==> src/hdl/pol_prot_pkg.sv <==
// Constants, field layouts and carrier types for the protection manager.
// Assumes one 100 MHz regulator clock and 12-bit voltage codes of 2.5 mV.
package pol_prot_pkg;
  localparam logic [7:0] PT_OFF        = 8'h01;
  localparam logic [7:0] CL_OFF        = 8'h08;
  localparam logic [7:0] PT_RST        = 8'h08;
  localparam logic [7:0] CL_RST        = 8'h1B;
  localparam logic [7:0] PT_MASK       = 8'h3F;
  localparam int         PGU_BIT       = 5;
  localparam int         PGL_BIT       = 4;
  localparam int         OVL_LSB       = 2;
  localparam int         UVL_LSB       = 0;
  localparam int         SLOPE_LSB     = 5;
  localparam int         TCE_BIT       = 4;
  localparam logic [3:0] CODE_MAX      = 4'hB;
  localparam logic [7:0] PGU_HI_PCT    = 8'd110;
  localparam logic [7:0] PGU_LO_PCT    = 8'd105;
  localparam logic [7:0] PGL_HI_PCT    = 8'd95;
  localparam logic [7:0] PGL_LO_PCT    = 8'd90;
  localparam logic [7:0] OV0_PCT       = 8'd110;
  localparam logic [7:0] OV1_PCT       = 8'd120;
  localparam logic [7:0] OV2_PCT       = 8'd130;
  localparam logic [7:0] UV_BASE_PCT   = 8'd75;
  localparam logic [7:0] UV_STEP_PCT   = 8'd5;
  localparam logic [7:0] TW_SET_C      = 8'd120;
  localparam logic [7:0] TW_CLR_C      = 8'd117;
  localparam logic [7:0] OT_TRIP_C     = 8'd130;
  localparam logic [7:0] TC_BASE_C     = 8'd25;
  localparam int         LSB_UV        = 2500;
  localparam int         OV_MIN_MV     = 500;
  localparam int         OV_MARGIN_MV  = 250;
  localparam int         TRK_MV        = 250;
  localparam logic [11:0] OV_MIN_CODE  = 12'(OV_MIN_MV * 1000 / LSB_UV);
  localparam logic [11:0] OV_MARG_CODE = 12'(OV_MARGIN_MV * 1000 / LSB_UV);
  localparam logic [11:0] TRK_CODE     = 12'(TRK_MV * 1000 / LSB_UV);
  localparam logic [7:0] PG_DLY_MAX_MS = 8'd150;
  localparam logic [7:0] RETRY_MS      = 8'd130;
  localparam int         CLK_NS        = 10;
  localparam int         MS_NS         = 1000000;
  localparam int         MS_CYC        = MS_NS / CLK_NS;

  typedef enum logic [1:0] {OFF_NONE, OFF_REG, OFF_FAST, OFF_CLAMP} off_style_t;

  // Active-low protection flags, warning bit active high
  typedef struct packed {
    logic hot_warning_bit;
    logic pgood;
    logic overcurrent_flag;
    logic undervolt_flag;
    logic overtemp_flag;
    logic tracking_flag;
    logic overvolt_flag;
  } flags_t;

  localparam flags_t FLAGS_RST = 7'h1F;

  typedef struct packed {
    logic [7:0]  pt;
    logic [7:0]  cl;
    logic [7:0]  rdata;
    logic [2:0]  sync;
    logic        pg_pin;
    flags_t      flags;
    logic        pg_oe;
    logic        pg_lvl;
    logic [7:0]  pg_ms;
    logic        trk_done;
    logic        off;
    logic        cause_ot;
    logic [7:0]  retry_ms;
    logic [31:0] ms_cnt;
    off_style_t  style;
    logic        shutdown;
    logic        restart;
  } state_t;
endpackage

==> src/hdl/pol_protection_manager.sv <==
// Protection, warning and turn-off selection logic of the regulator.
// Assumes sensed values arrive synchronous to sys_clk; only the power-good
// pin comes from outside and is synchronised here.
//
// Function
// - Threshold register writable only while PWM stopped
// - Bit 5 picks upper limit 105/110 percent
// - Bit 4 picks lower limit 95/90 percent
// - Bits 3:2 pick overvoltage 110/120/130 percent
// - Bits 1:0 pick undervoltage 75..90 percent
// - Thresholds scale with present output setpoint
// - Current limit bits 7:5 select load slope
// - Bit 4 enables overcurrent temperature compensation
// - Current limit code 37..140 percent, clamped
// - Hot warning above 120, clears below 117
// - Outside window pull power-good low, flag zero
// - Power-good after steady state, release delayed
// - External low on pin is a warning
// - Pin low at command or ramp-down start
// - Overcurrent above prebias, fast turn-off
// - Undervoltage in steady state, regular turn-off
// - Overtemperature above 130, regular turn-off
// - Non-latching overtemperature restarts below 120
// - Tracking error over 250 mV, fast turn-off
// - Tracking ends at power-good, re-armed only while run_en low
// - Overvoltage above prebias clamps low side on
// - Overvoltage threshold at least 0.5 V, setpoint+0.25 V
// - Non-latching retries every 130 ms unless overtemperature was the sole cause, latching stays
`timescale 1ns/1ps
module pol_protection_manager import pol_prot_pkg::*; #(
  parameter int unsigned MS_CYCLES = MS_CYC
) (
  input  wire logic        sys_clk,
  input  wire logic        reset_n,
  input  wire logic        clk_en,
  input  wire logic        cfg_wr,
  input  wire logic [7:0]  cfg_addr,
  input  wire logic [7:0]  cfg_wdata,
  output      logic [7:0]  cfg_rdata,
  input  wire logic        run_en,
  input  wire logic        ramp_up,
  input  wire logic        steady,
  input  wire logic        ramp_down,
  input  wire logic        off_cmd,
  input  wire logic        above_prebias,
  input  wire logic [11:0] vout_code,
  input  wire logic [11:0] vset_code,
  input  wire logic [11:0] vramp_code,
  input  wire logic [7:0]  iout_pct,
  input  wire logic [7:0]  temp_c,
  input  wire logic        trk_dis,
  input  wire logic        latching,
  input  wire logic        pg_at_cmd,
  input  wire logic [7:0]  pg_dly_ms,
  input  wire logic        pgood_i,
  output      logic        pgood_o,
  output      logic        pgood_oe,
  output      flags_t      protection_status,
  output      off_style_t  off_style,
  output      logic        shutdown,
  output      logic        restart,
  output      logic [2:0]  load_slope_sel
);

  state_t st_r;
  state_t st_nxt;

  function automatic logic [11:0] pct_of(input logic [11:0] v, input logic [7:0] p);
    logic [19:0] t;
    t = (20'(v) * 20'(p)) / 20'd100;
    return t[11:0];
  endfunction

  function automatic logic [7:0] ilim_pct(input logic [3:0] c);
    logic [7:0] p;
    case ((c > CODE_MAX) ? CODE_MAX : c)
      4'h0: p = 8'd37;
      4'h1: p = 8'd47;
      4'h2: p = 8'd56;
      4'h3: p = 8'd65;
      4'h4: p = 8'd75;
      4'h5: p = 8'd84;
      4'h6: p = 8'd93;
      4'h7: p = 8'd103;
      4'h8: p = 8'd112;
      4'h9: p = 8'd121;
      4'hA: p = 8'd131;
      default: p = 8'd140;
    endcase
    return p;
  endfunction

  logic [11:0] pgh_th;
  logic [11:0] pgl_th;
  logic [11:0] ov_pct_th;
  logic [11:0] ov_th;
  logic [11:0] uv_th;
  logic [11:0] trk_diff;
  logic [7:0]  ilim;
  logic [7:0]  ov_pct;
  logic        ms_tick;
  logic        in_win;
  logic        pg_ok;
  logic        ov_hit;
  logic        oc_hit;
  logic        tr_hit;
  logic        uv_hit;
  logic        ot_hit;

  always_comb begin
    pgh_th = pct_of(vset_code, st_r.pt[PGU_BIT] ? PGU_LO_PCT : PGU_HI_PCT);
    pgl_th = pct_of(vset_code, st_r.pt[PGL_BIT] ? PGL_HI_PCT : PGL_LO_PCT);
    case (st_r.pt[OVL_LSB+:2])
      2'b00:   ov_pct = OV0_PCT;
      2'b01:   ov_pct = OV1_PCT;
      default: ov_pct = OV2_PCT;
    endcase
    ov_pct_th = pct_of(vset_code, ov_pct);
    ov_th = (ov_pct_th < OV_MIN_CODE) ? OV_MIN_CODE : ov_pct_th;
    if (ov_th < vset_code + OV_MARG_CODE) begin
      ov_th = vset_code + OV_MARG_CODE;
    end
    uv_th = pct_of(vset_code, 8'(UV_BASE_PCT + UV_STEP_PCT * st_r.pt[UVL_LSB+:2]));
    ilim = ilim_pct(st_r.cl[3:0]);
    if (st_r.cl[TCE_BIT] && temp_c > TC_BASE_C) begin
      ilim = ilim + 8'((temp_c - TC_BASE_C) >> 3);
    end
    trk_diff = (vout_code > vramp_code) ? vout_code - vramp_code : vramp_code - vout_code;
    ms_tick = (st_r.ms_cnt >= 32'(MS_CYCLES - 1));
    in_win = (vout_code >= pgl_th) && (vout_code <= pgh_th);
    pg_ok = steady && in_win && !st_r.off && !(pg_at_cmd ? off_cmd : ramp_down);
    ov_hit = run_en && !st_r.off && above_prebias && (vout_code > ov_th);
    oc_hit = run_en && !st_r.off && above_prebias && (iout_pct >= ilim);
    tr_hit = run_en && !st_r.off && ramp_up && !trk_dis && !st_r.trk_done
             && (trk_diff > TRK_CODE);
    uv_hit = run_en && !st_r.off && steady && (vout_code < uv_th) && !oc_hit;
    ot_hit = !st_r.off && (temp_c > OT_TRIP_C);
  end

  always_comb begin
    st_nxt = st_r;
    st_nxt.shutdown = 1'b0;
    st_nxt.restart = 1'b0;
    st_nxt.sync = {st_r.sync[1:0], pgood_i};
    if (st_r.sync[1] == st_r.sync[2]) begin
      st_nxt.pg_pin = st_r.sync[2];
    end
    st_nxt.ms_cnt = ms_tick ? 32'h0 : st_r.ms_cnt + 32'h1;
    if (cfg_wr) begin
      if (cfg_addr == PT_OFF) begin
        if (!run_en) begin
          st_nxt.pt = cfg_wdata & PT_MASK;
        end
      end else if (cfg_addr == CL_OFF) begin
        st_nxt.cl = cfg_wdata;
      end
    end
    if (cfg_addr == PT_OFF) begin
      st_nxt.rdata = st_r.pt;
    end else if (cfg_addr == CL_OFF) begin
      st_nxt.rdata = st_r.cl;
    end else begin
      st_nxt.rdata = 8'h00;
    end
    if (temp_c > TW_SET_C) begin
      st_nxt.flags.hot_warning_bit = 1'b1;
    end else if (temp_c < TW_CLR_C) begin
      st_nxt.flags.hot_warning_bit = 1'b0;
    end
    if (!pg_ok) begin
      st_nxt.pg_oe = 1'b1;
      st_nxt.pg_ms = 8'h00;
    end else if (st_r.pg_ms >= pg_dly_ms || st_r.pg_ms >= PG_DLY_MAX_MS) begin
      st_nxt.pg_oe = 1'b0;
    end else if (ms_tick) begin
      st_nxt.pg_ms = st_r.pg_ms + 8'h01;
    end
    st_nxt.flags.pgood = st_r.pg_pin;
    if (!run_en) begin
      st_nxt.trk_done = 1'b0;
    end else if (st_r.pg_oe && !st_nxt.pg_oe) begin
      st_nxt.trk_done = 1'b1;
    end
    if (ov_hit || oc_hit || tr_hit || uv_hit || ot_hit) begin
      st_nxt.off = 1'b1;
      st_nxt.shutdown = 1'b1;
      st_nxt.retry_ms = 8'h00;
      st_nxt.cause_ot = ot_hit && !ov_hit && !oc_hit && !tr_hit && !uv_hit;
      if (ov_hit) begin
        st_nxt.style = OFF_CLAMP;
      end else if (oc_hit || tr_hit) begin
        st_nxt.style = OFF_FAST;
      end else begin
        st_nxt.style = OFF_REG;
      end
      if (ov_hit) st_nxt.flags.overvolt_flag = 1'b0;
      if (oc_hit) st_nxt.flags.overcurrent_flag = 1'b0;
      if (tr_hit) st_nxt.flags.tracking_flag = 1'b0;
      if (uv_hit) st_nxt.flags.undervolt_flag = 1'b0;
      if (ot_hit) st_nxt.flags.overtemp_flag = 1'b0;
    end else if (st_r.off && !latching) begin
      if (st_r.cause_ot) begin
        st_nxt.restart = (temp_c < TW_SET_C);
      end else if (ms_tick) begin
        st_nxt.retry_ms = st_r.retry_ms + 8'h01;
        st_nxt.restart = (st_r.retry_ms + 8'h01 >= RETRY_MS) && (temp_c <= OT_TRIP_C);
      end
      if (st_nxt.restart) begin
        st_nxt.off = 1'b0;
        st_nxt.style = OFF_NONE;
        st_nxt.flags = {st_nxt.flags.hot_warning_bit, st_nxt.flags.pgood, 5'h1F};
      end
    end
  end

  always_ff @(posedge sys_clk or negedge reset_n) begin
    if (!reset_n) begin
      st_r <= '{pt: PT_RST, cl: CL_RST, rdata: 8'h00, sync: 3'h0, pg_pin: 1'b0,
                flags: FLAGS_RST, pg_oe: 1'b1, pg_lvl: 1'b0, pg_ms: 8'h00,
                trk_done: 1'b0, off: 1'b0, cause_ot: 1'b0, retry_ms: 8'h00,
                ms_cnt: 32'h0, style: OFF_NONE, shutdown: 1'b0, restart: 1'b0};
    end else if (clk_en) begin
      st_r <= st_nxt;
    end
  end

  assign cfg_rdata = st_r.rdata;
  assign pgood_o = st_r.pg_lvl;
  assign pgood_oe = st_r.pg_oe;
  assign protection_status = st_r.flags;
  assign off_style = st_r.style;
  assign shutdown = st_r.shutdown;
  assign restart = st_r.restart;
  assign load_slope_sel = st_r.cl[SLOPE_LSB+:3];
endmodule

==> config.mk <==
export PLATFORM = sky130hd
export DESIGN_NAME = pol_protection_manager
export DESIGN_NICKNAME = d
export VERILOG_FILES = /design/src/hdl/pol_prot_pkg.sv /design/src/hdl/pol_protection_manager.sv
export SDC_FILE = /design/constraint.sdc
export NUM_CORES = 1
export LEC_CHECK = 0
export ABC_AREA = 0
export ABC_CLOCK_PERIOD_IN_PS = 17400
export BUFFER_PORTS_ARGS = -buffer_cell sky130_fd_sc_hd__buf_2
export CAP_MARGIN = 40
export CORE_ASPECT_RATIO = 1.75
export CORE_MARGIN = 4
export CORE_UTILIZATION = 35
export DETAILED_ROUTE_END_ITERATION = 16
export PLACE_DENSITY = 0.6
export REMOVE_ABC_BUFFERS = 1
export SYNTH_ARGS = -nofsm -noshare
export SYNTH_HDL_FRONTEND = slang
export SYNTH_SLANG_ARGS = --single-unit
==> constraint.sdc <==
create_clock -name sys_clk -period 17.4 [get_ports sys_clk]
set_input_delay 3.48 -clock sys_clk [delete_from_list [all_inputs] [get_ports sys_clk]]
set_output_delay 3.48 -clock sys_clk [all_outputs]
set_load 0.005 [all_outputs]
Yosys cells after proc, flatten, opt, wreduce, memory -nomap -nowiden
Memory sizes are Yosys's and may differ from the RTL's.
Cells that the tools add are included.
Widths: inputs -> output; s select.
{ "totals": {"word_cells": 181, "input_bits": 90, "n_memories": 1, "output_inout_bits": 24, "regBits": 89, "rom_bits": 128} }
{ "memory_table": {"columns": ["memory", "depth", "word_bits", "read_ports", "rd_clocked_by_memory_dff", "write_ports", "line", "source"], "rows": [
  ["(no name shown)", 16, 8, 1, 0, 0, "pol_protection_manager.sv:76", "case ((c > CODE_MAX) ? CODE_MAX : c)"]
]} }
{ "classes": {"bitwise": 2, "reduce_logical": 57, "n_mul": 5, "eq_ne": 13, "n_addsub": 9, "n_lt_le_gt_ge": 20, "muxes": 48, "div": 4} }
{ "op_table": {"columns": ["op", "count"], "rows": [
  ["$div 20x7->20 const B", 4],
  ["$mux 8", 10],
  ["$mul 12x8->20", 2],
  ["$mul 12x7->19", 2],
  ["$mux 12", 3],
  ["$add 32x1->32 const B", 1],
  ["$ge 32x17->1 const B", 1],
  ["$mux 32", 1],
  ["$reduce_and 4->1", 8],
  ["$gt 12x12->1", 2],
  ["$logic_and 1x1->1", 24],
  ["$lt 12x12->1", 2],
  ["$sub 12x12->12", 2],
  ["$mux 1", 22],
  ["$add 8x1->8 const B", 2],
  ["$ge 8x8->1", 2],
  ["$ge 8x8->1 const B", 2],
  ["$lt 8x7->1 const B", 2],
  ["$pmux 8 s2", 1],
  ["$mux 5", 3],
  ["$ne 2x2->1 const B", 7],
  ["$add 12x7->12 const B", 1],
  ["$ge 12x12->1", 1],
  ["$gt 12x7->1 const B", 1],
  ["other kinds (26)", 52]
]} }

Longest topological paths before layout
{ "depth": {"ltp_word": 18, "depth_mapped": 75} }

Worst setup path before layout
Ideal clock, no wire load.
{ "synth_timing": {"kind": "in2reg", "from": "input vset_code[5]", "to": "register st_r[41] (netlist name)", "required_ns": 17.336, "n_path_buf": 5, "arrival_time_ns": 18.018, "setup_slack_ns": -0.682, "cell_stages": 68, "cell_sequence": "clkbuf_1 inv_1 or3_1 fa_1 inv_1 fa_1 fa_1 inv_1 fa_1 inv_1 ha_1 a2111oi_2 o21ai_1 a21boi_2 xnor2_1 a21oi_1 nor4_2 a211oi_4 [... 32 more ...] o21ai_2 buf_6 mux2i_1 ha_1 a21o_1 a21oi_1 nor2b_1 o21ai_0 nand2b_1 a21oi_1 nor2b_1 o21ai_0 a221oi_1 or3_1 o31a_1 buf_4 mux2i_1 a21o_1"} }
{ "synth_between": {"elab_chain_cells": 14, "elab_cells_between_ends": 23, "classes_between": "add/sub (1); mul (2); div (2); order compare (4); eq/ne (1); mux (3); reduce/logical (10)"} }
{ "synth_rtl": {"columns": ["element", "line", "source"], "rows": [
  ["start: declaration", "pol_protection_manager.sv:47", "input wire logic [11:0] vset_code,"],
  ["$mul 12x8->20", "pol_protection_manager.sv:70", "t = (20'(v) * 20'(p)) / 20'd100;"],
  ["$div 20x7->20", "pol_protection_manager.sv:70", null],
  ["$lt 12x8->1", "pol_protection_manager.sv:119", "ov_th = (ov_pct_th < OV_MIN_CODE) ? OV_MIN_CODE : ov_pct_th;"],
  ["$mux 12", "pol_protection_manager.sv:119", null],
  ["$lt 12x12->1", "pol_protection_manager.sv:120", "if (ov_th < vset_code + OV_MARG_CODE) begin"],
  ["$mux 12", "pol_protection_manager.sv:120", null],
  ["$gt 12x12->1", "pol_protection_manager.sv:132", "ov_hit = run_en && !st_r.off && above_prebias && (vout_code > ov_th);"],
  ["$logic_and 1x1->1", "pol_protection_manager.sv:132", null],
  ["$logic_or 1x1->1 (2 in a row)", "pol_protection_manager.sv:184", "if (ov_hit || oc_hit || tr_hit || uv_hit || ot_hit) begin"],
  ["$logic_or 1x1->1 (*) (2 in a row)", "pol_protection_manager.sv:184", null],
  ["$ne 2x1->1 (no source line) or $reduce_bool 2->1 (tied branches)", null, null],
  ["$reduce_and 4->1 (no source line)", null, null],
  ["end signal: assignment", "pol_protection_manager.sv:218", "st_r <= '{pt: PT_RST, cl: CL_RST, rdata: 8'h00, sync: 3'h0, pg_pin: 1'b0,"],
  ["end signal: assignment", "pol_protection_manager.sv:223", "st_r <= st_nxt;"],
  ["end: declaration", "pol_protection_manager.sv:65", "state_t st_r;"]
]} }
Every way passes the cells marked *; elsewhere a longest branch is shown, timed or not.
A chain may end at the register's enable or synchronous reset.

Worst setup path after layout
{ "layout_timing": {"from": "input vset_code[9]", "to": "register st_r, in the netlist shutdown"} }
{ "layout_between": {"elab_chain_cells": 13, "elab_cells_between_ends": 19, "classes_between": "add/sub (1); mul (2); div (2); order compare (4); mux (3); reduce/logical (7)"} }
{ "layout_rtl": {"columns": ["element", "line"], "rows": [
  ["$mul 12x8->20", "pol_protection_manager.sv:70"],
  ["$div 20x7->20", "pol_protection_manager.sv:70"],
  ["$lt 12x8->1", "pol_protection_manager.sv:119"],
  ["$mux 12", "pol_protection_manager.sv:119"],
  ["$lt 12x12->1", "pol_protection_manager.sv:120"],
  ["$mux 12", "pol_protection_manager.sv:120"],
  ["$gt 12x12->1", "pol_protection_manager.sv:132"],
  ["$logic_and 1x1->1", "pol_protection_manager.sv:132"],
  ["$logic_or 1x1->1 (2 in a row)", "pol_protection_manager.sv:184"],
  ["$logic_or 1x1->1 (*) (2 in a row)", "pol_protection_manager.sv:184"],
  ["$mux 1 (*)", "pol_protection_manager.sv:184"]
]} }
Marked as above.

==> reports/metrics.cfg <==
[timing]
timing.hold.ws_ns = 0.501
fin_ws_ns = -0.592
tightest_slew_ns = 1.00
clock-skew-final_ns = 0.00884
rsz0062_at_grt = true
finalMaxSlewViolations = 0
fmax_mhz = 55.6
setup_viol = 14
post-route-min-period_ns = 17.99
slew_headroom_pct = 32.9
finalHoldViolCount = 0
min_period_over_period_pct = 103

[synthesis]
synth-edff-count = 0
ys_warn_count = 0
synthesis.area_sq_um = 28700
syn_inst = 3739
yosysMostFrequentCell = inv_1
ys_types = 134
synth-xor-area-share_pct = 5.61
yosysSeqAreaShare_pct = 7.80
synthTopCellsByArea = ha_1, fa_1, dfrtp_1
synthAdderAreaFrac_pct = 24.7
yosys.area_share.simple_pct = 21.8
synthFlopType = dfrtp_1
synthMuxAreaShare_pct = 3.63
synth_compound_area_share_pct = 29.6
synth_top_family_by_area = compound AO/OA/AOI/OAI gates
synth_top_area_share_pct = 13.2
ys_ff_latch = 89
async_flop_share_pct = 100
synth_largest_area_cell = ha_1
synth.avg_cell_area_sq_um = 7.68
synth_commonest_cells = inv_1, nor2_1, ha_1

[global_routing]
grt_overflow_total = 0
grt_max_degree = 49
grt_pass1_wl_mm = 153
antenna_found_initial = 1
grt_usage_pct = 20.9
grt_pass1_vias = 31600

[drt]
routed-via-count = 31500
drt_iter0_markers = 1519
drcViolationCount = 0
dr.pass1.iters = 5
post_drt_wl_per_cell_um = 17.2
wl_mm = 97.0
ant_nets = 0
viasPerCell = 5.60

[min_path]
min_path_cells = 2
hp-start = protection_status[4]
hold_end = protection_status[4]
worstHoldPathType = reg2reg

[layout]
synthToLayoutAreaGrowth_pct = 35.0
final_area_sq_um = 38800
fill_cells = 7905
final_layout_size_suffix_gt1_share_pct = 31.4
finalNetCount = 5120
final_core_util_pct = 47.8

[clock_network]
clk_pin_slew_worst_paths_ns = 0.06
clockBufferDepth = 2
numCtsBuffers = 9
cts_hold_buffers = 0
cts-root-buf = clkbuf_16
clk_latency_ns = 0.34
cts_tree = yes
cts_sinks = 89
cts.htree.levels = 3

[worst_setup_path]
required_ns = 17.63
crit_type = in2reg
cp_common_cell = buf_6
crit_path_end_kind = flop
crit_slowest_cell = fa_1
slowest_delay_ns = 0.53
crit-reg2reg-launch = st_r[87]
r2r_end = shutdown
critPathMaxFanout = 8
start_kind = primary input
ff2ff_path_depth = 66
reg2reg_slack_ns = 1.60
cp.arrival_ns = 18.22

[floorplanning]
row_count = 138
core_area_sq_um = 81200
fp.dieH_um = 387
die_x_um = 225
initial_core_util_pct = 35.4
dieArea_sq_um = 86900
io_pins = 114

[placement]
placed_cell_area_sq_um = 35500
dp_hpwl_mm = 78.2
dp_slack_ns = -1.27
place_congestion = 0.914
io_buffers = 112

[outcome]
violations = setup timing
outcome = finished with violations

[run]
max-cap-violations = 0

-- registers in the layout, indices dropped and copies added, names as in the netlist --
register and cells:
st_r 64, cfg_rdata 8, protection_status 7, load_slope_sel 3, off_style 2, st_nxt 2
pgood_oe 1, restart 1, shutdown 1
-- stage by stage --
step	setup TNS [ns]	cells
6_report	-6.21	5625
5_1_grt	-16.11	5625
4_1_cts	-2.71	5553
3_5_place_dp	-21.28	5492
3_3_place_gp	-19.40	5486
2_1_floorplan	-10.23	3594
-- cell type report --
class | count | area, sq um | area share (%)
Clock buffer | 12 | 256 | 0.661
Timing Repair Buffer | 965 | 7310 | 18.9
Sequential cell | 89 | 2240 | 5.78
Antenna cell | 1 | 2.50 | 0.00645
Inverter | 339 | 1280 | 3.29
Multi-Input combinational cell | 3166 | 26400 | 68.0
Tap cell | 1050 | 1310 | 3.39
Clock inverter | 3 | 23.8 | 0.0613
-- per-layer routing --
metal  up-vias  routed length [um]  GRT usage (%)
li1      15400                   -              -
met1     15100               36500           22.0
met2       674               52700           41.3
met3       286                2340           1.18
met4         0                5390           9.90
met5         -                   0              0
-- cell families (layout without fill, tap and decap cells) --
| logic type | after synthesis | count (layout) |
|---|---|---|
| and+or+nand+nor | 1244 | 1244 |
| AOI/OAI and AO/OA | 1168 | 1168 |
| buffers and inverters | 486 | 1319 |
| adders and majority gates | 476 | 476 |
| xor gates and xnor gates | 178 | 178 |
| muxes | 97 | 97 |
| DFF | 89 | 89 |
| other | 1 | 4 |
-- timing repair --
item                       CTS  global route
setup endpoints to repair   24            25
buffers inserted            47            75
pin swaps                   75           137
cloned                       1             1
gates resized for setup    150           310
-- how the worst max path moves through the flow --
stage | start | depth (start not counted) | slack (ns) | end
floorplan | vset_code[5] | 62 | -0.88 | st_r[36]
finish | vset_code[9] | 71 | -0.59 | shutdown
global placement | vset_code[5] | 70 | -1.18 | st_r[45]
global route | vset_code[9] | 71 | -1.26 | shutdown
detailed placement | vset_code[5] | 68 | -1.27 | shutdown
CTS | vset_code[10] | 70 | -0.32 | shutdown
-- critical path, delay by kind of cell --
kind	cells	cell delay (ns)
buffers and inverters	14	1.78
and+or+nand+nor	14	2.66
AOI/OAI and AO/OA	32	6.69
muxes	3	0.75
adders and majority gates	7	2.71
xor gates and xnor gates	1	0.12
-- cell usage in the layout (no fill, tap or decap), types with 86 or more instances in the layout --
cell type,instances
a21o_1,91
a21oi_1,186
buf_2,111
buf_4,796
fa_1,155
ha_1,292
inv_1,323
nand2_1,290
nand3_1,86
nor2_1,293
o21ai_0,156
xnor2_1,110
Power is left out: the tool's default activity adds up to more than one toggle a clock period on the data nets, which glitch-free logic cannot reach.
